<file path="config.mk">
export PLATFORM = sky130hd
export DESIGN_NAME = ist_ctrl
export DESIGN_NICKNAME = d
export VERILOG_FILES = /design/src/ist_pkg.sv /design/src/ist_ctrl.sv /design/src/ist_pin_sync.sv /design/src/ist_scl_gen.sv
export SDC_FILE = /design/constraint.sdc
export NUM_CORES = 1
export LEC_CHECK = 0
export ABC_AREA = 1
export BUFFER_PORTS_ARGS = -buffer_cell sky130_fd_sc_hd__buf_4
export CAP_MARGIN = 5
export CORE_ASPECT_RATIO = 1.75
export CORE_MARGIN = 1.5
export CORE_UTILIZATION = 60
export CTS_CLUSTER_DIAMETER = 150
export DETAILED_ROUTE_END_ITERATION = 12
export GPL_TIMING_DRIVEN = 0
export HOLD_SLACK_MARGIN = 0.05
export PLACE_DENSITY = 0.78
export SETUP_SLACK_MARGIN = 0.02
export SLEW_MARGIN = 25
export SYNTH_ARGS = -nofsm -noshare
export SYNTH_HDL_FRONTEND = slang
export SYNTH_SLANG_ARGS = --single-unit
</file>
<file path="constraint.sdc">
create_clock -name i_clk -period 2.05 [get_ports i_clk]
set_input_delay 0.205 -clock i_clk [delete_from_list [all_inputs] [get_ports i_clk]]
set_output_delay 0.205 -clock i_clk [all_outputs]
set_load 0.005 [all_outputs]
</file>
<file path="src/ist_pkg.sv">
// How it works
// - Own address with write bit makes us slave receiver; master clocks.
// - Slave receiver clears direction bit, flags each byte, acks it.
// - Byte arrives while buffer unread: slave holds SCL low.
// - Buffer read during stall moves pending byte, acks, releases SCL.
// - Send-NACK request gives NACK in the next acknowledge slot.
// - Send-NACK during stall: release, NACK, overwrite buffer with pending.
// - STOP sets stop flag when addressed or master; repeated START returns to address reception.
// - Ten-bit slave: receiver after full address; re-read sets transmit.
// - Master needs I2C mode, synchronous and master select; multi-master.
// - Master waits for free bus, sends START, address, clears request.
// - Transmit flag at START and at each buffer to shifter move.
// - Empty transmit buffer at acknowledge: hold SCL low until written.
// - Stop request gives STOP after ack, even with no data sent.
// - Auto stop mode uses byte count to generate STOP.
// - Start request during a transfer gives repeated START.
// - Slave NACK sets flag, drops queued byte and pending requests.
// - Master receiver acks each byte and flags it until ended.
// - Unread buffer: master receiver holds last bit until read.
// - Stop as receiver: NACK then STOP, stop flag set.
package ist_pkg;

  localparam logic [15:0] BIT_DIV_DEF = 16'h0190;
  localparam logic [1:0] MODE_I2C = 2'h3;
  localparam logic [1:0] ASTP_BYTECNT = 2'h2;
  localparam logic [4:0] TEN_HDR = 5'h1e;
  localparam logic [7:0] GC_ADDR = 8'h00;
  localparam logic [3:0] BIT_LAST = 4'h7;
  localparam logic [3:0] BIT_ACK = 4'h8;
  localparam logic [3:0] BIT_POST = 4'h9;
  localparam logic [1:0] PH_DATA = 2'h0;
  localparam logic [1:0] PH_FIRST = 2'h1;
  localparam logic [1:0] PH_SECOND = 2'h2;
  localparam logic [1:0] PH_REREAD = 2'h3;
  localparam logic [1:0] SUB_0 = 2'h0;
  localparam logic [1:0] SUB_1 = 2'h1;
  localparam logic [1:0] SUB_2 = 2'h2;
  localparam logic [15:0] TMR_RST = 16'h0000;
  localparam logic LINE_RST = 1'b1;
  localparam int FCLR_RX = 0;
  localparam int FCLR_TX = 1;
  localparam int FCLR_STT = 2;
  localparam int FCLR_STP = 3;
  localparam int FCLR_NACK = 4;

  typedef enum logic [4:0] {
    ST_IDLE = 5'h01,
    ST_MSTA = 5'h02,
    ST_XFER = 5'h04,
    ST_HOLD = 5'h08,
    ST_MSTP = 5'h10
  } ist_state_t;

endpackage : ist_pkg

</file>
<file path="src/ist_ctrl.sv">
`timescale 1ns/100ps
`default_nettype none

module ist_ctrl #(
  parameter logic [15:0] BIT_DIV = ist_pkg::BIT_DIV_DEF
) (
  input wire logic i_clk,
  input wire logic i_resetn,
  input wire logic i_ce,
  input wire logic i_scl,
  input wire logic i_sda,
  output logic o_scl_o,
  output logic o_scl_oe,
  output logic o_sda_o,
  output logic o_sda_oe,
  input wire logic i_swrst,
  input wire logic [1:0] i_serial_mode_select,
  input wire logic i_synchronous_select,
  input wire logic i_master_select,
  input wire logic i_multi_master_enable,
  input wire logic [9:0] i_own_address_reg,
  input wire logic i_own_addr_ten_bit_sel,
  input wire logic i_own_address_enable,
  input wire logic i_general_call_enable,
  input wire logic [9:0] i_target_address_reg,
  input wire logic i_target_addr_ten_bit_sel,
  input wire logic [1:0] i_auto_stop_select,
  input wire logic [7:0] i_byte_threshold,
  input wire logic i_dir_wr,
  input wire logic i_dir_val,
  input wire logic i_start_request_set,
  input wire logic i_stop_request_set,
  input wire logic i_send_nack_set,
  input wire logic i_tx_wr,
  input wire logic [7:0] i_tx_data,
  input wire logic i_rx_rd,
  input wire logic [4:0] i_flag_clr,
  output logic [7:0] o_receive_buffer,
  output logic o_receive_flag,
  output logic o_transmit_flag,
  output logic o_start_match_flag,
  output logic o_stop_detected_flag,
  output logic o_nack_flag,
  output logic o_transmit_direction_bit,
  output logic o_start_request,
  output logic o_stop_request,
  output logic o_send_nack_request,
  output logic o_bus_busy,
  output logic o_master_active,
  output logic o_scl_stretch
);

  localparam logic [15:0] HALF_M1 = (BIT_DIV >> 1) - 16'h0001;

  typedef struct packed {
    ist_pkg::ist_state_t st;
    logic [1:0] sub;
    logic [15:0] tmr;
    logic [3:0] bitcnt;
    logic [7:0] sh;
    logic [7:0] pend;
    logic pend_v;
    logic [7:0] rxbuf;
    logic [7:0] txbuf;
    logic txb_v;
    logic rxf;
    logic txf;
    logic sttf;
    logic stpf;
    logic nackf;
    logic tr;
    logic start_req;
    logic stop_req;
    logic nack_req;
    logic master;
    logic [1:0] addr_ph;
    logic abyte;
    logic addressed;
    logic ten_ok;
    logic nacked;
    logic sda_drv;
    logic hold_low;
    logic busy;
    logic [7:0] bcnt;
  } ist_ctl_t;

  localparam ist_ctl_t CTL_RST = '{st: ist_pkg::ST_IDLE, default: '0};

  ist_ctl_t r;
  ist_ctl_t n;

  logic scl;
  logic sda;
  logic sc_rise;
  logic sc_fall;
  logic sc_start;
  logic sc_stop;
  logic gen_low;
  logic en;
  logic slave_ok;
  logic auto_hit;
  logic stop_go;
  logic txrole;
  logic half_done;
  logic [7:0] rx_byte;
  logic [7:0] adr_byte;

  // ---------------------------------------------------------------
  // Line sampling and bit clock
  // ---------------------------------------------------------------
  ist_pin_sync u_sync (
    .i_clk(i_clk),
    .i_resetn(i_resetn),
    .i_ce(i_ce),
    .i_scl(i_scl),
    .i_sda(i_sda),
    .o_scl(scl),
    .o_sda(sda),
    .o_scl_rise(sc_rise),
    .o_scl_fall(sc_fall),
    .o_start(sc_start),
    .o_stop(sc_stop)
  );

  ist_scl_gen #(
    .BIT_DIV(BIT_DIV)
  ) u_gen (
    .i_clk(i_clk),
    .i_resetn(i_resetn),
    .i_ce(i_ce),
    .i_run(r.master && (r.st == ist_pkg::ST_XFER)),
    .i_scl(scl),
    .o_scl_low(gen_low)
  );

  // ---------------------------------------------------------------
  // Transfer engine
  // ---------------------------------------------------------------
  // mode gating
  assign en = !i_swrst && i_synchronous_select
    && (i_serial_mode_select == ist_pkg::MODE_I2C);
  assign slave_ok = i_own_address_enable
    && (!i_master_select || i_multi_master_enable);
  assign auto_hit = (i_auto_stop_select == ist_pkg::ASTP_BYTECNT)
    && (i_byte_threshold != 8'h00) && (r.bcnt == i_byte_threshold);
  assign stop_go = r.stop_req | auto_hit;
  assign txrole = r.master && ((r.addr_ph != ist_pkg::PH_DATA) || r.tr);
  assign half_done = (r.tmr == HALF_M1);
  assign rx_byte = {r.sh[6:0], sda};
  assign adr_byte = i_target_addr_ten_bit_sel ?
    {ist_pkg::TEN_HDR, i_target_address_reg[9:8],
     r.addr_ph == ist_pkg::PH_REREAD} :
    {i_target_address_reg[6:0], ~r.tr};

  always_comb
  begin
    n = r;
    if (i_dir_wr)
      n.tr = i_dir_val;
    if (i_start_request_set)
      n.start_req = 1'b1;
    if (i_stop_request_set)
      n.stop_req = 1'b1;
    if (i_send_nack_set)
      n.nack_req = 1'b1;
    if (i_flag_clr[ist_pkg::FCLR_RX])
      n.rxf = 1'b0;
    if (i_flag_clr[ist_pkg::FCLR_TX])
      n.txf = 1'b0;
    if (i_flag_clr[ist_pkg::FCLR_STT])
      n.sttf = 1'b0;
    if (i_flag_clr[ist_pkg::FCLR_STP])
      n.stpf = 1'b0;
    if (i_flag_clr[ist_pkg::FCLR_NACK])
      n.nackf = 1'b0;
    if (i_tx_wr)
    begin
      n.txbuf = i_tx_data;
      n.txb_v = 1'b1;
      n.txf = 1'b0;
    end
    if (i_rx_rd)
    begin
      n.rxf = 1'b0;
      if (r.pend_v)
      begin
        n.rxbuf = r.pend;
        n.rxf = 1'b1;
        n.pend_v = 1'b0;
      end
    end
    if (sc_start)
      n.busy = 1'b1;
    if (sc_stop)
      n.busy = 1'b0;

    case (r.st)
      ist_pkg::ST_IDLE:
      begin
        if (i_master_select && r.start_req && !r.busy)
        begin
          n.st = ist_pkg::ST_MSTA;
          n.sub = ist_pkg::SUB_0;
          n.master = 1'b1;
          n.addr_ph = ist_pkg::PH_FIRST;
          n.nacked = 1'b0;
          n.bcnt = 8'h00;
        end
      end
      ist_pkg::ST_MSTA:
      begin
        n.sda_drv = (r.sub == ist_pkg::SUB_2);
        if (r.sub != ist_pkg::SUB_0)
          n.hold_low = 1'b0;
        if ((r.sub != ist_pkg::SUB_1) || scl)
        begin
          n.tmr = r.tmr + 16'h0001;
          if (half_done)
          begin
            n.tmr = ist_pkg::TMR_RST;
            n.sub = r.sub + 2'h1;
            if (r.sub == ist_pkg::SUB_2)
            begin
              if (r.tr && (r.addr_ph == ist_pkg::PH_FIRST))
                n.txf = 1'b1;
              n.sh = adr_byte;
              n.bitcnt = 4'h0;
              n.st = ist_pkg::ST_XFER;
            end
          end
        end
      end
      ist_pkg::ST_MSTP:
      begin
        n.sda_drv = (r.sub != ist_pkg::SUB_2);
        n.hold_low = (r.sub == ist_pkg::SUB_0);
        if ((r.sub == ist_pkg::SUB_0) || (r.sub == ist_pkg::SUB_1 && scl))
        begin
          n.tmr = r.tmr + 16'h0001;
          if (half_done)
          begin
            n.tmr = ist_pkg::TMR_RST;
            n.sub = r.sub + 2'h1;
          end
        end
        if ((r.sub == ist_pkg::SUB_2) && sc_stop)
        begin
          n.stpf = 1'b1;
          n.stop_req = 1'b0;
          n.master = 1'b0;
          n.st = ist_pkg::ST_IDLE;
        end
      end
      ist_pkg::ST_XFER:
      begin
        if (sc_fall)
        begin
          if (r.bitcnt < ist_pkg::BIT_ACK)
          begin
            n.sda_drv = txrole & ~r.sh[7];
            if (r.master && !txrole && r.rxf && !stop_go
                && (r.bitcnt == ist_pkg::BIT_LAST))
            begin
              n.st = ist_pkg::ST_HOLD;
              n.sub = ist_pkg::SUB_0;
              n.hold_low = 1'b1;
            end
          end
          else if (r.bitcnt == ist_pkg::BIT_ACK)
          begin
            if (txrole)
              n.sda_drv = 1'b0;
            else if (r.master)
              n.sda_drv = !(stop_go || r.start_req);
            else if (r.abyte)
              n.sda_drv = 1'b1;
            else if (r.nack_req)
            begin
              n.sda_drv = 1'b0;
              n.nack_req = 1'b0;
            end
            else if (r.pend_v)
            begin
              n.st = ist_pkg::ST_HOLD;
              n.sub = ist_pkg::SUB_0;
              n.hold_low = 1'b1;
            end
            else
              n.sda_drv = 1'b1;
          end
          else
          begin
            n.sda_drv = 1'b0;
            n.bitcnt = 4'h0;
            if (r.master)
            begin
              n.st = ist_pkg::ST_HOLD;
              n.sub = ist_pkg::SUB_0;
              n.hold_low = 1'b1;
            end
            else if (!((r.addressed && !r.tr)
                       || (r.addr_ph == ist_pkg::PH_SECOND)))
              n.st = ist_pkg::ST_IDLE;
          end
        end
        if (sc_rise && (r.bitcnt < ist_pkg::BIT_ACK))
        begin
          n.sh = rx_byte;
          n.bitcnt = r.bitcnt + 4'h1;
          if (r.bitcnt == ist_pkg::BIT_LAST)
          begin
            n.abyte = (r.addr_ph != ist_pkg::PH_DATA);
            if (r.master)
            begin
              if ((r.addr_ph == ist_pkg::PH_REREAD)
                  || (r.addr_ph == ist_pkg::PH_FIRST
                      && !i_target_addr_ten_bit_sel)
                  || (r.addr_ph == ist_pkg::PH_SECOND && r.tr))
                n.start_req = 1'b0;
              if (r.addr_ph == ist_pkg::PH_DATA)
                n.bcnt = r.bcnt + 8'h01;
            end
            else if (r.addr_ph == ist_pkg::PH_FIRST)
            begin
              n.st = ist_pkg::ST_IDLE;
              if (slave_ok && !i_own_addr_ten_bit_sel)
              begin
                if ((rx_byte[7:1] == i_own_address_reg[6:0])
                    || (i_general_call_enable
                        && rx_byte == ist_pkg::GC_ADDR))
                begin
                  n.st = ist_pkg::ST_XFER;
                  n.addressed = 1'b1;
                  n.tr = rx_byte[0];
                  n.sttf = 1'b1;
                  n.addr_ph = ist_pkg::PH_DATA;
                end
              end
              else if (slave_ok && (rx_byte[7:3] == ist_pkg::TEN_HDR)
                       && (rx_byte[2:1] == i_own_address_reg[9:8]))
              begin
                n.st = ist_pkg::ST_XFER;
                if (!rx_byte[0])
                  n.addr_ph = ist_pkg::PH_SECOND;
                else if (r.ten_ok)
                begin
                  n.addressed = 1'b1;
                  n.tr = 1'b1;
                  n.sttf = 1'b1;
                  n.addr_ph = ist_pkg::PH_DATA;
                end
                else
                  n.st = ist_pkg::ST_IDLE;
              end
            end
            else if (r.addr_ph == ist_pkg::PH_SECOND)
            begin
              if (rx_byte == i_own_address_reg[7:0])
              begin
                n.ten_ok = 1'b1;
                n.addressed = 1'b1;
                n.tr = 1'b0;
                n.sttf = 1'b1;
                n.addr_ph = ist_pkg::PH_DATA;
              end
              else
                n.st = ist_pkg::ST_IDLE;
            end
            else
              n.bcnt = r.bcnt + 8'h01;
            if (!txrole && (r.addr_ph == ist_pkg::PH_DATA)
                && (r.master || (r.addressed && !r.tr)))
            begin
              if (!n.rxf)
              begin
                n.rxbuf = rx_byte;
                n.rxf = 1'b1;
              end
              else
              begin
                n.pend = rx_byte;
                n.pend_v = 1'b1;
              end
            end
          end
        end
        else if (sc_rise && (r.bitcnt == ist_pkg::BIT_ACK))
        begin
          n.bitcnt = ist_pkg::BIT_POST;
          if (txrole && sda)
          begin
            n.nackf = 1'b1;
            n.nacked = 1'b1;
            n.txb_v = 1'b0;
            n.start_req = 1'b0;
            n.stop_req = 1'b0;
          end
        end
      end
      ist_pkg::ST_HOLD:
      begin
        if (r.sub == ist_pkg::SUB_1)
        begin
          n.hold_low = 1'b0;
          n.st = ist_pkg::ST_XFER;
        end
        else if (!r.master)
        begin
          if (r.nack_req)
          begin
            if (r.pend_v)
              n.rxbuf = r.pend;
            n.rxf = 1'b1;
            n.pend_v = 1'b0;
            n.nack_req = 1'b0;
            n.sda_drv = 1'b0;
            n.sub = ist_pkg::SUB_1;
          end
          else if (!r.pend_v)
          begin
            n.sda_drv = 1'b1;
            n.sub = ist_pkg::SUB_1;
          end
        end
        else if (r.bitcnt == ist_pkg::BIT_LAST)
        begin
          if (!r.rxf || stop_go)
            n.sub = ist_pkg::SUB_1;
        end
        else if (!r.nacked && (r.addr_ph == ist_pkg::PH_FIRST)
                 && i_target_addr_ten_bit_sel)
        begin
          n.sh = i_target_address_reg[7:0];
          n.sda_drv = ~i_target_address_reg[7];
          n.addr_ph = ist_pkg::PH_SECOND;
          n.sub = ist_pkg::SUB_1;
        end
        else if (!r.nacked && (r.addr_ph == ist_pkg::PH_SECOND) && !r.tr)
        begin
          n.st = ist_pkg::ST_MSTA;
          n.sub = ist_pkg::SUB_0;
          n.addr_ph = ist_pkg::PH_REREAD;
        end
        else if (stop_go)
        begin
          n.st = ist_pkg::ST_MSTP;
          n.sub = ist_pkg::SUB_0;
        end
        else if (r.start_req)
        begin
          n.st = ist_pkg::ST_MSTA;
          n.sub = ist_pkg::SUB_0;
          n.addr_ph = ist_pkg::PH_FIRST;
          n.nacked = 1'b0;
          n.bcnt = 8'h00;
        end
        else if (r.nacked)
          n.sub = ist_pkg::SUB_0;
        else if (r.tr)
        begin
          if (r.txb_v)
          begin
            n.sh = r.txbuf;
            n.txb_v = 1'b0;
            n.txf = 1'b1;
            n.sda_drv = ~r.txbuf[7];
            n.addr_ph = ist_pkg::PH_DATA;
            n.sub = ist_pkg::SUB_1;
          end
        end
        else
        begin
          n.addr_ph = ist_pkg::PH_DATA;
          n.sub = ist_pkg::SUB_1;
        end
      end
      default:
        n = CTL_RST;
    endcase

    if (!r.master && sc_start)
    begin
      n.st = ist_pkg::ST_XFER;
      n.master = 1'b0;
      n.bitcnt = 4'h0;
      n.addr_ph = ist_pkg::PH_FIRST;
      n.addressed = 1'b0;
      n.hold_low = 1'b0;
      n.sda_drv = 1'b0;
      n.bcnt = 8'h00;
    end
    if (!r.master && sc_stop)
    begin
      if (r.addressed)
        n.stpf = 1'b1;
      n.st = ist_pkg::ST_IDLE;
      n.addressed = 1'b0;
      n.ten_ok = 1'b0;
      n.hold_low = 1'b0;
      n.sda_drv = 1'b0;
    end
    if (!en)
      n = CTL_RST;
  end

  always_ff @(posedge i_clk)
  begin
    if (!i_resetn)
      r <= CTL_RST;
    else if (i_ce)
      r <= n;
  end

  // ---------------------------------------------------------------
  // Outputs
  // ---------------------------------------------------------------
  // Open drain: only ever pull low
  assign o_scl_o = 1'b0;
  assign o_sda_o = 1'b0;
  assign o_scl_oe = r.hold_low | gen_low;
  assign o_sda_oe = r.sda_drv;
  assign o_receive_buffer = r.rxbuf;
  assign o_receive_flag = r.rxf;
  assign o_transmit_flag = r.txf;
  assign o_start_match_flag = r.sttf;
  assign o_stop_detected_flag = r.stpf;
  assign o_nack_flag = r.nackf;
  assign o_transmit_direction_bit = r.tr;
  assign o_start_request = r.start_req;
  assign o_stop_request = r.stop_req;
  assign o_send_nack_request = r.nack_req;
  assign o_bus_busy = r.busy;
  assign o_master_active = r.master;
  assign o_scl_stretch = r.hold_low;

endmodule : ist_ctrl

`default_nettype wire

</file>
<file path="src/ist_pin_sync.sv">
`timescale 1ns/100ps
`default_nettype none

module ist_pin_sync (
  input wire logic i_clk,
  input wire logic i_resetn,
  input wire logic i_ce,
  input wire logic i_scl,
  input wire logic i_sda,
  output logic o_scl,
  output logic o_sda,
  output logic o_scl_rise,
  output logic o_scl_fall,
  output logic o_start,
  output logic o_stop
);

  typedef struct packed {
    logic scl1;
    logic scl2;
    logic scl3;
    logic sda1;
    logic sda2;
    logic sda3;
  } ist_sync_t;

  ist_sync_t r;
  ist_sync_t n;

  always_comb
  begin
    n = r;
    n.scl1 = i_scl;
    n.scl2 = r.scl1;
    n.scl3 = r.scl2;
    n.sda1 = i_sda;
    n.sda2 = r.sda1;
    n.sda3 = r.sda2;
  end

  always_ff @(posedge i_clk)
  begin
    if (!i_resetn)
      r <= {6{ist_pkg::LINE_RST}};
    else if (i_ce)
      r <= n;
  end

  // Edges and conditions only look past the first stage
  assign o_scl = r.scl2;
  assign o_sda = r.sda2;
  assign o_scl_rise = r.scl2 & ~r.scl3;
  assign o_scl_fall = ~r.scl2 & r.scl3;
  assign o_start = r.scl2 & r.scl3 & ~r.sda2 & r.sda3;
  assign o_stop = r.scl2 & r.scl3 & r.sda2 & ~r.sda3;

endmodule : ist_pin_sync

`default_nettype wire

</file>
<file path="src/ist_scl_gen.sv">
`timescale 1ns/100ps
`default_nettype none

module ist_scl_gen #(
  parameter logic [15:0] BIT_DIV = ist_pkg::BIT_DIV_DEF
) (
  input wire logic i_clk,
  input wire logic i_resetn,
  input wire logic i_ce,
  input wire logic i_run,
  input wire logic i_scl,
  output logic o_scl_low
);

  localparam logic [15:0] HALF_M1 = (BIT_DIV >> 1) - 16'h0001;

  typedef struct packed {
    logic low;
    logic [15:0] cnt;
  } ist_gen_t;

  ist_gen_t r;
  ist_gen_t n;

  always_comb
  begin
    n = r;
    if (!i_run)
    begin
      n.low = 1'b0;
      n.cnt = ist_pkg::TMR_RST;
    end
    else if (r.low || i_scl)
    begin
      // High phase counts only once the line is really high,
      // so a stretching slave slows us down
      if (r.cnt == HALF_M1)
      begin
        n.low = ~r.low;
        n.cnt = ist_pkg::TMR_RST;
      end
      else
        n.cnt = r.cnt + 16'h0001;
    end
  end

  always_ff @(posedge i_clk)
  begin
    if (!i_resetn)
      r <= '0;
    else if (i_ce)
      r <= n;
  end

  assign o_scl_low = r.low;

endmodule : ist_scl_gen

`default_nettype wire

</file>
==> results.md, run 1 <==
- Outcome: complete, but fails checks
- Failing checks: design-rule violations, negative setup slack
- Post-DP HPWL: ~24,000 um
- Post-route DRC: 2
- Main flop type after synthesis: dfxtp_1
- Hold WS: a little over 0.04 ns
- Ys Warns: 0
- Post-synth EDFFs: 0
- Share of cells above drive strength 1: 0.3649
- Initial antenna violation count: 0
- Post-Place Cells: ~1,500
- Gr usage total: 0.4579
- First-pass GRT wire length: a little under 50,000 um
- Lkg Pwr: ~4.4 nW
- Core area: between 10,000 and 15,000 sq um
- Deepest clock path buffer count: 2
- #FFs+latches synth: about 110
- Register area: between 2000 and 2500 sq um
- # fillers: between 800 and 900
- Ys async rst share: 0
- PD cells: approximately 480 nW/um^2
- RSZ-0062 raised after global routing: yes
- Post-synthesis compound-gate area fraction: 0.2093
- Netlist cell types: 68
- Fin. Hold Viols: 0
- Drt via density: 6.514
- Final number of max-transition violations: 0
- CP required: ~2.3 ns
- Iteration-0 DRC Markers: between 1,000 and 1,500
- FP Rows: 55
- H-tree depth: 3
- Chip width: roughly 90 um
- Largest net degree at the start of global routing: 21
- Combinational family with the most area after synthesis: simple AND/OR/NAND/NOR gates
- Root buffer cell: clkbuf_16
- Fin nets: between 1,000 and 1,500
- CTS tree: yes
- Post-Syn Area per Cell: 6.443 sq um
- GPL Wtd Cong: approximately 1.1
- Mux cell area share after synthesis: 0.001250
- Sink Count: 111
- DRT Pass-1 Iters: 10
- Die outline area: ~14,000 sq um
- Post-Syn Area: roughly 8000 sq um
- Initial Utilization: 0.6158
- Post-synthesis xor/xnor area fraction: 0.01968
- Adder-cell area share of the yosys netlist: 0.01875
- Worst endpoint data arrival time: between 2 and 2.5 ns
- Multi-input logic area: a little under 6000 sq um
- I/O pins: around 90
- CP startpoint kind: register
- PortBufs: 83
- CTS buffer count: 9
- Post-route cell area: roughly 11,000 sq um
- Setup-failing EPs final: 49
- Simple logic cell fraction of the synthesized area: 0.3609
- Maximum vdd drop: a little under 0.4 mV
- Max Fclk: 0.4512 GHz
- Final WL: 36,680 um
- Layout area overhead: 37.43%
- TNS Setup: -2.614 ns
- ANT cells: 0
- Worst clock skew: ~0.014 ns
- Crit path kind: register to register
- Layout Cells excl Fill: around 1,600
- Cells after Synth: 1,243
- Critical path peak fanout: 10
- Final setup margin: -0.1662 ns
- CP endpoint kind: register
- Clock-pin slew on the worst setup and hold paths: around 0.090 ns
- Worst-Margin Slew: 0.9705 ns
- Period utilization: 1.081
- Hold crit path type: primary input to register
- GRT overflow: 0
- Vias in the first global route: approximately 9,500
- Clock Latency Late Sink: about 0.37 ns
- Die Height: between 150 and 200 um
- Area after DPL: between 8000 and 9000 sq um
- Routed len/inst: about 23 um
- Max cap viols: 0
- Post-synthesis sequential area ratio: 0.2775
- Minimum clock period: 2.216 ns
- # hold bufs at CTS: 0
- Vias: roughly 10,000
- ANT nets after route: 0
- Slew Limit Headroom: 0.3530
[report_power, final]
part | switching, mW | total, mW | leakage, nW | internal [mW]
clock | 0.971 | 1.84 | 0.143 | 0.865
combinational | 0.724 | 1.16 | 3.38 | 0.436
sequential | 0.0754 | 2.28 | 0.919 | 2.21
total | 1.77 | 5.28 | 4.44 | 3.51
[kinds of logic (layout without fill, tap and decap cells)]
group                    after synthesis  after routing
flip-flops                           111            111
other                                  1              2
AND/OR/NAND/NOR                      613            614
adder cells (fa/ha/maj)               12             12
buffers and inverters                211            391
multiplexers                           1              1
XOR/XNOR                              18             18
AO/OA/AOI/OAI                        276            276
[sequential cells by signal, summed over array words and instances (netlist names), 2 cells and up]
register / flops
u_sync.r: 2
u_gen.r: 16
o_receive_buffer: 8
u_sync.n: 2
r: 67
[metrics by stage]
step	power (mW)	util	setup slack [ns]
global route	5.366	0.8463	-0.2849
CTS	4.980	0.7466	-0.03047
floorplan	2.819	-	0.2110
global placement	3.144	0.6804	-0.5256
detailed placement	3.155	0.6804	-0.4884
finish	5.279	0.8463	-0.1662
[cell type report]
cell class | count | area share
buffer | 50 | 0.03581
multi-input combinational | 923 | 0.5254
clock buffer | 10 | 0.02080
timing repair inverter | 1 | 0.0005684
inverter | 157 | 0.06082
clock inverter | 6 | 0.005684
timing repair buffer | 167 | 0.1229
tap | 171 | 0.01944
sequential | 111 | 0.2086
[path summary, 6_finish.rpt]
check,startpoint,end,slack [ns],depth (start not counted)
hold / removal,i_scl,u_sync.n[4],0.04,3
hold reg to reg,u_sync.n[4],u_sync.n[4],0.48,2
setup / recovery,r[83],r[2],-0.17,7
setup reg to reg,r[83],r[2],-0.17,7
[routing by layer]
metal  global-route usage  part of all wire
met5                    0                 0
met4               0.4747              0.13
met3               0.1038             0.098
met2               0.7991              0.47
met1               0.4230              0.30
[cell usage after synthesis, types with 3 or more instances]
library cell	instances	area [sq um]
buf_6	3	33.78
a31oi_1	3	18.77
nor2_4	4	45.04
o21ai_0	68	340.3
or2_2	6	37.54
buf_2	17	85.08
inv_1	131	491.7
nor2_1	143	536.8
nand3_4	3	52.55
a211oi_2	7	87.58
a211oi_1	14	105.1
xor2_1	9	78.83
nor4_1	7	43.79
buf_4	12	90.09
o21ai_1	20	100.1
nor2_2	10	62.56
a221oi_1	6	52.55
dfxtp_1	111	2222
nand3_1	70	350.3
o22ai_1	8	50.05
nand2_1	265	994.7
nand2_2	10	62.56
xnor2_1	9	78.83
nand4_1	22	137.6
nor3_4	3	48.80
ha_1	12	150.1
inv_2	22	82.58
a21oi_1	105	525.5
nor3b_2	3	37.54
buf_1	3	11.26
nand2_4	6	67.56
o21bai_1	3	22.52
nor3_2	4	40.04
clkbuf_1	17	63.81
o211ai_1	12	90.09
o221ai_1	11	96.34
nor3_1	44	220.2
[repair_timing]
| item | 4_1_cts | 5_1_grt |
|---|---|---|
| pin swaps | 25 | 70 |
| endpoints found under the hold margin | 0 | 0 |
| setup endpoints to repair | 100 | 98 |
| buffers inserted | 26 | 54 |
| gates cloned | 1 | 5 |
| gates resized for setup | 110 | 256 |
[critical path: stages, from the launching register on]
cell	delay, ns
dfxtp_4	0.36
nor2_4	0.24
nand3_4	0.19
buf_2	0.27
clkbuf_4	0.28
a2111oi_1	0.43
nand2_1	0.16
a21oi_2	0.17
[placed cells by master, fill, tap and decap left out, drive strengths merged, types with 2 or more instances in the layout]
master    netlist  final
o21bai          3      3
buf            35    198
o22ai           8      8
a21oi         107    107
conb            1      2
a221oi          7      7
or2             7      7
inv           155    155
clkbuf         19     29
xnor2           9      9
nor3           51     51
nand4          25     25
nand2         281    282
nor4            8      8
o211ai         12     12
o221ai         11     11
o21ai          90     90
ha             12     12
nand3b          2      2
clkinv          2      5
xor2            9      9
o21a            3      3
a211oi         21     21
nor3b           3      3
clkinvlp        0      4
a31oi           3      3
nor2          159    159
o211a           2      2
and3            2      2
o31ai           2      2
nand3          75     75
dfxtp         111    111
(Power assumes the default switching activity.)
==> run 2, diff against run 1 <==
--- a/config.mk
+++ b/config.mk
@@ -15,6 +15,7 @@
 export DETAILED_ROUTE_END_ITERATION = 12
 export GPL_TIMING_DRIVEN = 0
 export HOLD_SLACK_MARGIN = 0.05
+export MAX_ROUTING_LAYER = met4
 export PLACE_DENSITY = 0.78
 export SETUP_SLACK_MARGIN = 0.02
 export SLEW_MARGIN = 25
==> results.md, run 2 (synthesis gave the netlist of run 1 again) <==
- Post-DP HPWL: around 24,000 um
- Reg2Reg Depth: 11
- Largest reg by FF count: r
- Chip width: ~90 um
- RSZ-0062 raised after global routing: yes
- Initial Utilization: 0.6158
- FP Rows: 55
- Layout area overhead: 38.21%
- PortBufs: 83
- H-tree depth: 3
- Period utilization: 1.110
- Failing checks: negative setup slack
- Vias: approximately 11,000
- Fin nets: between 1,500 and 2,000
- ANT cells: 0
- First-pass GRT wire length: 48,750 um
- Hold crit path type: primary input to register
- Clk pwr share: 0.347
- CP endpoint kind: register
- Max cap viols: 0
- Post-route DRC: 0
- Maximum vdd drop: between 0.3 and 0.4 mV
- Outcome: complete, but fails checks
- Routed len/inst: about 22 um
- Switching share of power: 0.3334
- Hold depth: 3
- Multi-input logic area: about 5800 sq um
- Share of cells above drive strength 1: 0.3623
- Lkg Pwr: roughly 4.5 nW
- Worst endpoint data arrival time: between 2 and 3 ns
- Sink Count: 111
- Vias in the first global route: about 9,400
- Max Fclk: 0.4394 GHz
- Register area: approximately 2300 sq um
- CTS tree: yes
- Deepest clock path buffer count: 2
- Most frequent cells in the layout: nand2_1, buf_4, nor2_1, inv_1, a21oi_1
- # fillers: about 780
- Drt via density: approximately 6.5
- Core area: ~13,000 sq um
- Largest register FFs: 67
- Final WL: around 36,000 um
- Sequential Power Share: 0.432
- DRT Pass-1 Iters: 6
- Final setup margin: -0.2259 ns
- Fin. Hold Viols: 0
- Core Util, Final: 0.8511
- GRT overflow: 0
- I/O pins: 89
- GPL Wtd Cong: between 1 and 1.5
- Die outline area: 14,080 sq um
- Worst-Margin Slew: 0.9677 ns
- Worst slack, placed: -0.4223 ns
- Crit path kind: register to register
- Minimum clock period: about 2.3 ns
- Clock-pin slew on the worst setup and hold paths: 0.09 ns
- Gr usage total: 0.4637
- Clock Latency Late Sink: 0.37 ns
- Initial antenna violation count: 0
- CP startpoint kind: register
- Critical path peak fanout: 6
- Worst clock skew: ~0.017 ns
- Final number of max-transition violations: 0
- PD cells: 476.0 nW/um^2
- CP required: about 2.3 ns
- Root buffer cell: clkbuf_16
- Setup-failing EPs final: 27
- Int Pwr: between 3 and 4 mW
- Die Height: between 150 and 200 um
- Comb power frac: 0.221
- Largest net degree at the start of global routing: 22
- ANT nets after route: 0
- Commonest non-fill, non-tap cell in the layout: nand2_1
- Iteration-0 DRC Markers: 1,048
- Slew Limit Headroom: 0.3549
- Psw: about 1.8 mW
- CTS buffer count: 9
[run 2: cell types whose count changed in the layout (fill, tap and decap cells not counted), moves of 4 or more]
cell and change:
inv_6 -4, o21ai_2 -7, buf_4 +13, nor3_2 -4
nand2_8 -4, o21ai_1 +10, nand2_1 +4
[run 2: worst paths after layout]
kind	from	endpoint	slack (ns)
worst min-delay path	i_sda	u_sync.n[1]	0.04
worst max register to register	u_sync.o_sda	r[1]	-0.23
worst min register to register	r[6]	r[6]	0.48
worst max-delay path	u_sync.o_sda	r[1]	-0.23
[run 2: critical path, cell delays in order, from the launching register on]
cell and delay (ns):
dfxtp_2 0.33, buf_6 0.14, nor3_4 0.39, nand2_4 0.21, buf_6 0.17, nand2_2 0.08, nand3_2 0.07, nor3_2 0.23
nand2_2 0.15, buf_6 0.17, o21ai_4 0.13, nor2_1 0.07
[run 2: final cells by class]
class	instances	share of cell area
Timing Repair inverter	1	0.0005652
Buffer	51	0.03504
Multi-Input combinational cell	924	0.5202
Timing Repair Buffer	178	0.1304
Clock inverter	7	0.006782
Inverter	157	0.06002
Clock buffer	9	0.02035
Sequential cell	111	0.2073
Tap cell	171	0.01933
[run 2: timing repair]
item                                    4_1_cts  5_1_grt
endpoints found under the hold margin         1        0
hold buffers                                  1        0
cloned                                        2        6
gates resized for setup                     104      239
setup buffers                                33       56
endpoints found under the setup margin       98       93
pin swaps                                    24       67
[run 2: power by group through the flow]
stage,Sequential (mW),Combinational [mW],Clock [mW]
after global routing,2.28,1.22,1.89
after global placement,2.31,0.828,0
final,2.27,1.16,1.83
after CTS,2.27,0.910,1.80
after detailed placement,2.31,0.838,0
after floorplan,2.30,0.523,0
[run 2: stage by stage]
stage / hold WS (ns) / TNS, ns / cell area [sq um] / total power [mW] / std cells
2_1_floorplan: 0.3313 / 0 / 8013 / 2.819 / 1244
3_3_place_gp: 0.4160 / -15.63 / 8850 / 3.135 / 1498
3_5_place_dp: 0.4199 / -16.77 / 8850 / 3.148 / 1498
4_1_cts: 0.05443 / -0.01794 / 9752 / 4.973 / 1547
5_1_grt: 0.05320 / -4.995 / 11070 / 5.391 / 1609
6_report: 0.04307 / -2.780 / 11070 / 5.269 / 1609
[run 2: routing by layer]
| layer | wire length (um) | vias up | track usage |
|---|---|---|---|
| met1 | 11060 | 4762 | 0.4203 |
| met4 | 4297 | 0 | 0.4399 |
| li1 | - | 4548 | - |
| met5 | 0 | - | - |
| met3 | 3751 | 358 | 0.1033 |
| met2 | 17100 | 839 | 0.7937 |
==> run 3, diff against run 2 <==
--- a/config.mk
+++ b/config.mk
@@ -21,4 +21,5 @@
 export SLEW_MARGIN = 25
 export SYNTH_ARGS = -nofsm -noshare
 export SYNTH_HDL_FRONTEND = slang
+export SYNTH_HIERARCHICAL = 1
 export SYNTH_SLANG_ARGS = --single-unit
==> results.md, run 3 <==
- Outcome: aborted with a tool error
- Last step reached: global routing (5_1_grt)
- First error: [ERROR GRT-0232] Routing congestion too high. Check the congestion heatmap in the GUI.
- Ys async rst share: 0
- Die Height: approximately 160 um
- PortBufs: 86
- Synth area leader: dfxtp_1
- Ys Warns: 6
- Post-DP HPWL: about 23,000 um
- H-tree depth: 3
- Most frequently used cell type in the post-synthesis netlist: nand2_1
- Mux cell area share after synthesis: 0.003765
- Post-synthesis xor/xnor area fraction: 0.02416
- Synth top area share: 0.2786
- Commonest cells in the netlist: nand2_1, nor2_1, inv_1
- Post-Syn Area per Cell: approximately 6.3 sq um
- FP Rows: 55
- Gr usage total: 0.6570
- GRT worst endpoint: r[60]$_SDFFE_PN0P_/D
- Post-Syn Area: 7975 sq um
- Sink Count: 111
- CTS buffer count: 9
- Cells after Synth: between 1,000 and 1,500
- Netlist cell types: 58
- Post-synth EDFFs: 0
- Worst endpoint type: register data pin
- Largest net degree at the start of global routing: 20
- GPL Wtd Cong: around 1.1
- GRT overflow: 5
- Combinational family with the most area after synthesis: simple AND/OR/NAND/NOR gates
- Deepest clock path buffer count: 2
- Post-synthesis compound-gate area fraction: 0.1773
- Initial Utilization: 0.6164
- Simple logic cell fraction of the synthesized area: 0.3778
- Main flop type after synthesis: dfxtp_1
- Post-Place Cells: ~1,500
- I/O pins: 89
- Chip width: ~90 um
- Root buffer cell: clkbuf_16
- Post-synthesis sequential area ratio: 0.2786
- Adder-cell area share of the yosys netlist: 0.01883
- Leading post-synthesis cells by cell area: dfxtp_1, nand2_1, nor2_1, inv_1, a21oi_1
- #FFs+latches synth: ~110
==> run 3: cell types whose count changed after synthesis, moves of 5 or more <==
cell and delta:
a211oi_2 -5, nand2_4 -5, buf_2 -10, a22oi_1 +5, o211ai_1 -5, nor2_1 +25
o21ai_1 -13, a221oi_1 -5, inv_1 +25, nand3_1 +5, nand4_1 +6, nand2_1 +9
==> run 3: metrics by stage <==
step	TNS (ns)	cell area, sq um	setup slack (ns)	utilization	hold WS (ns)
global placement	-33.38	8838	-0.6456	0.6832	0.4173
CTS	-0.3013	10280	-0.03707	0.7944	0.1045
floorplan	0	7979	0.03230	-	0.2891
detailed placement	-35.26	8838	-0.6483	0.6832	0.4243
==> run 3: layer usage <==
metal  track usage  GRT overflow
met1        0.6152             0
met2        0.9214             1
met3        0.3539             0
met4        0.6757             4
met5             -             -
==> run 3: what timing repair did <==
item | CTS
pin swaps | 48
cloned | 4
setup endpoints to repair | 105
buffers inserted | 64
endpoints found under the hold margin | 2
hold buffers | 2
resized for setup | 175
==> run 3: logic make-up after synthesis <==
logic type	after synthesis
fa+ha+maj	12
other cells	1
simple gates	656
compound gates	243
mux	3
xor+xnor	22
buf+inv	225
flops	111
==> run 4, diff against run 3 <==
--- a/config.mk
+++ b/config.mk
@@ -8,16 +8,11 @@
 export ABC_AREA = 1
 export BUFFER_PORTS_ARGS = -buffer_cell sky130_fd_sc_hd__buf_4
 export CAP_MARGIN = 5
-export CORE_ASPECT_RATIO = 1.75
 export CORE_MARGIN = 1.5
-export CORE_UTILIZATION = 60
-export CTS_CLUSTER_DIAMETER = 150
+export CORE_UTILIZATION = 40
 export DETAILED_ROUTE_END_ITERATION = 12
 export GPL_TIMING_DRIVEN = 0
-export HOLD_SLACK_MARGIN = 0.05
-export MAX_ROUTING_LAYER = met4
-export PLACE_DENSITY = 0.78
-export SETUP_SLACK_MARGIN = 0.02
+export PLACE_DENSITY_LB_ADDON = 0.15
 export SLEW_MARGIN = 25
 export SYNTH_ARGS = -nofsm -noshare
 export SYNTH_HDL_FRONTEND = slang
==> results.md, run 4 <==
- FP Rows: between 50 and 60
- DRT Pass-1 Iters: 9
- Core area: 19,530 sq um
- Worst-Margin Slew: ~0.95 ns
- Worst clock skew: 0.01049 ns
- CTS buffer count: 9
- Ys async rst share: 0
- CP startpoint kind: register
- Crit path kind: register to register
- Slew Limit Headroom: 0.3665
- Maximum vdd drop: between 0.4 and 0.5 mV
- Deepest clock path buffer count: 2
- Post-DP HPWL: 22,050 um
- Total chip power: around 5 mW
- Sink Count: 111
- Post-synthesis sequential area ratio: 0.2786
- Critical path peak fanout: 6
- Final WL: a little over 30,000 um
- Post-Place Cells: approximately 1,600
- Number of buffer and inverter stages on the critical path: 2
- Largest net degree at the start of global routing: 20
- Crit-path cells: ha_4, nand2_4, nor4_4, nand2_2, buf_6, o21ai_2, nand4_1, nor3_4, buf_6, nand2_1, nand2_1, nor2_1
- Setup-failing EPs final: 24
- Vias in the first global route: about 8,500
- Failing checks: design-rule violations, negative setup slack
- PortBufs: 86
- Worst slack, placed: -0.7523 ns
- CTS tree: yes
- Iteration-0 DRC Markers: about 760
- Root buffer cell: clkbuf_16
- # hold bufs at CTS: 0
- Initial antenna violation count: 0
- Final number of max-transition violations: 0
- Cells after Synth: 1,273
- Ys Warns: 6
- Netlist cell types: 58
- # fillers: between 1,500 and 2,000
- H-tree depth: 3
- Main flop type after synthesis: dfxtp_1
- Hold crit path type: primary input to register
- Commonest non-fill, non-tap cell in the layout: nand2_1
- Post-synth EDFFs: 0
- Chip width: 144.2 um
- Lkg Pwr: approximately 4.5 nW
- Post-Syn Area: about 8000 sq um
- ANT nets after route: 0
- GPL Wtd Cong: 1.026
- Clock Latency Late Sink: between 0.3 and 0.4 ns
- CP endpoint kind: register
- CP peak stage delay: 0.37 ns
- Routed len/inst: between 15 and 20 um
- Most frequent cells in the layout: nand2_1, buf_4, nor2_1, inv_1, a21oi_1
- Drt via density: ~5.5
- Most frequently used cell type in the post-synthesis netlist: nand2_1
- Area after DPL: between 8000 and 9000 sq um
- TNS Setup: -0.9534 ns
- Initial Utilization: 0.4084
- Die outline area: slightly above 20,000 sq um
- Fin. Hold Viols: 0
- I/O pins: 89
- Fin nets: around 1,500
- Synth top area share: 0.2786
- Max Fclk: approximately 0.47 GHz
- Slowest cell on the critical path: dfxtp_4
- Synth area leader: dfxtp_1
- PD cells: about 450 nW/um^2
- Minimum clock period: approximately 2.1 ns
- Post-route DRC: 4
- Dominant delay contributor by cell family on the critical path: simple AND/OR/NAND/NOR gates
- Layout Cells excl Fill: ~1,700
- Largest reg by FF count: r
- Share of cells above drive strength 1: 0.3428
- Worst endpoint data arrival time: roughly 2.4 ns
- Largest register FFs: 67
- Max cap viols: 0
- Clock-pin slew on the worst setup and hold paths: approximately 0.08 ns
- Post-Syn Area per Cell: 6.265 sq um
- CP required: between 2 and 2.5 ns
- Leading post-synthesis cells by cell area: dfxtp_1, nand2_1, nor2_1, inv_1, a21oi_1
- Final setup margin: -0.08482 ns
- Vias: approximately 9,500
- Gr usage total: 0.2884
- Period utilization: 1.041
- #FFs+latches synth: around 110
- Post-route cell area: 11,170 sq um
- RSZ-0062 raised after global routing: yes
- Outcome: complete, but fails checks
- First-pass GRT wire length: 45,710 um
- Die Height: between 100 and 150 um
- Layout area overhead: 40.12%
- Commonest cells in the netlist: nand2_1, nor2_1, inv_1
- GRT overflow: 0
==> run 4: cell counts after synthesis <==
Identical to the previous run, type by type.
==> run 4: layout make-up <==
type / instances / area (sq um) / area share
Buffer: 44 / 341.6 / 0.03057
Clock inverter: 7 / 81.33 / 0.007278
Inverter: 177 / 705.7 / 0.06315
Clock buffer: 9 / 225.2 / 0.02015
Multi-Input combinational cell: 938 / 5658 / 0.5063
Antenna cell: 1 / 2.502 / 0.0002239
Sequential cell: 111 / 2301 / 0.2059
Tap cell: 265 / 331.6 / 0.02967
Timing Repair inverter: 1 / 8.758 / 0.0007838
Timing Repair Buffer: 189 / 1519 / 0.1359
==> run 4: worst register-to-register path, cell delays in order, from the launching register on <==
cell	delay (ns)
dfxtp_4	0.37
ha_4	0.15
nand2_4	0.06
nor4_4	0.23
nand2_2	0.15
buf_6	0.15
o21ai_2	0.09
nand4_1	0.21
nor3_4	0.29
buf_6	0.16
nand2_1	0.06
nand2_1	0.07
nor2_1	0.05
==> run 4: metrics by stage <==
| stage | hold slack, ns | utilization |
|---|---|---|
| detailed placement | 0.4223 | 0.4587 |
| global placement | 0.4192 | 0.4587 |
| floorplan | 0.2891 | - |
| global route | 0.05416 | 0.5722 |
| CTS | 0.04073 | 0.5163 |
| finish | 0.04368 | 0.5723 |
==> run 4: where the power goes <==
part	internal (mW)	switching [mW]	leakage, nW
sequential	2.19	0.0775	0.916
combinational	0.385	0.547	3.46
clock	0.967	0.912	0.152
total	3.55	1.54	4.53
==> run 4: final timing paths <==
| kind | cells past startpoint | to | slack, ns | start |
|---|---|---|---|---|
| max | 12 | r[55] | -0.08 | r[66] |
| min | 3 | u_sync/n[1] | 0.04 | i_sda |
| max reg2reg | 12 | r[55] | -0.08 | r[66] |
| min reg2reg | 2 | u_sync/n[1] | 0.46 | u_sync/n[1] |
==> run 4: timing repair <==
item / in CTS / in global routing
pin swaps: 29 / 61
setup buffers: 44 / 56
resized for setup: 138 / 204
gates cloned: 2 / 3
setup endpoints to repair: 104 / 95
==> run 4: layer usage <==
layer	GRT usage	vias to the layer above	routed length [um]
met2	0.4568	374	13990
met5	0	-	0
met4	0.1324	0	1348
met3	0.04967	92	2110
li1	-	4606	-
met1	0.3821	4435	13480
==> run 4: cells by family (layout without fill, tap and decap cells) <==
| family | after synthesis | in the layout | share of synthesized area |
|---|---|---|---|
| and+or+nand+nor | 656 | 656 | 0.3778 |
| AOI/OAI and AO/OA | 243 | 243 | 0.1773 |
| buffers and inverters | 225 | 427 | 0.1191 |
| DFF | 111 | 111 | 0.2786 |
| xor gates and xnor gates | 22 | 22 | 0.02416 |
| adders and majority gates | 12 | 12 | 0.01883 |
| muxes | 3 | 3 | 0.003765 |
| other | 1 | 3 | 0.0004702 |
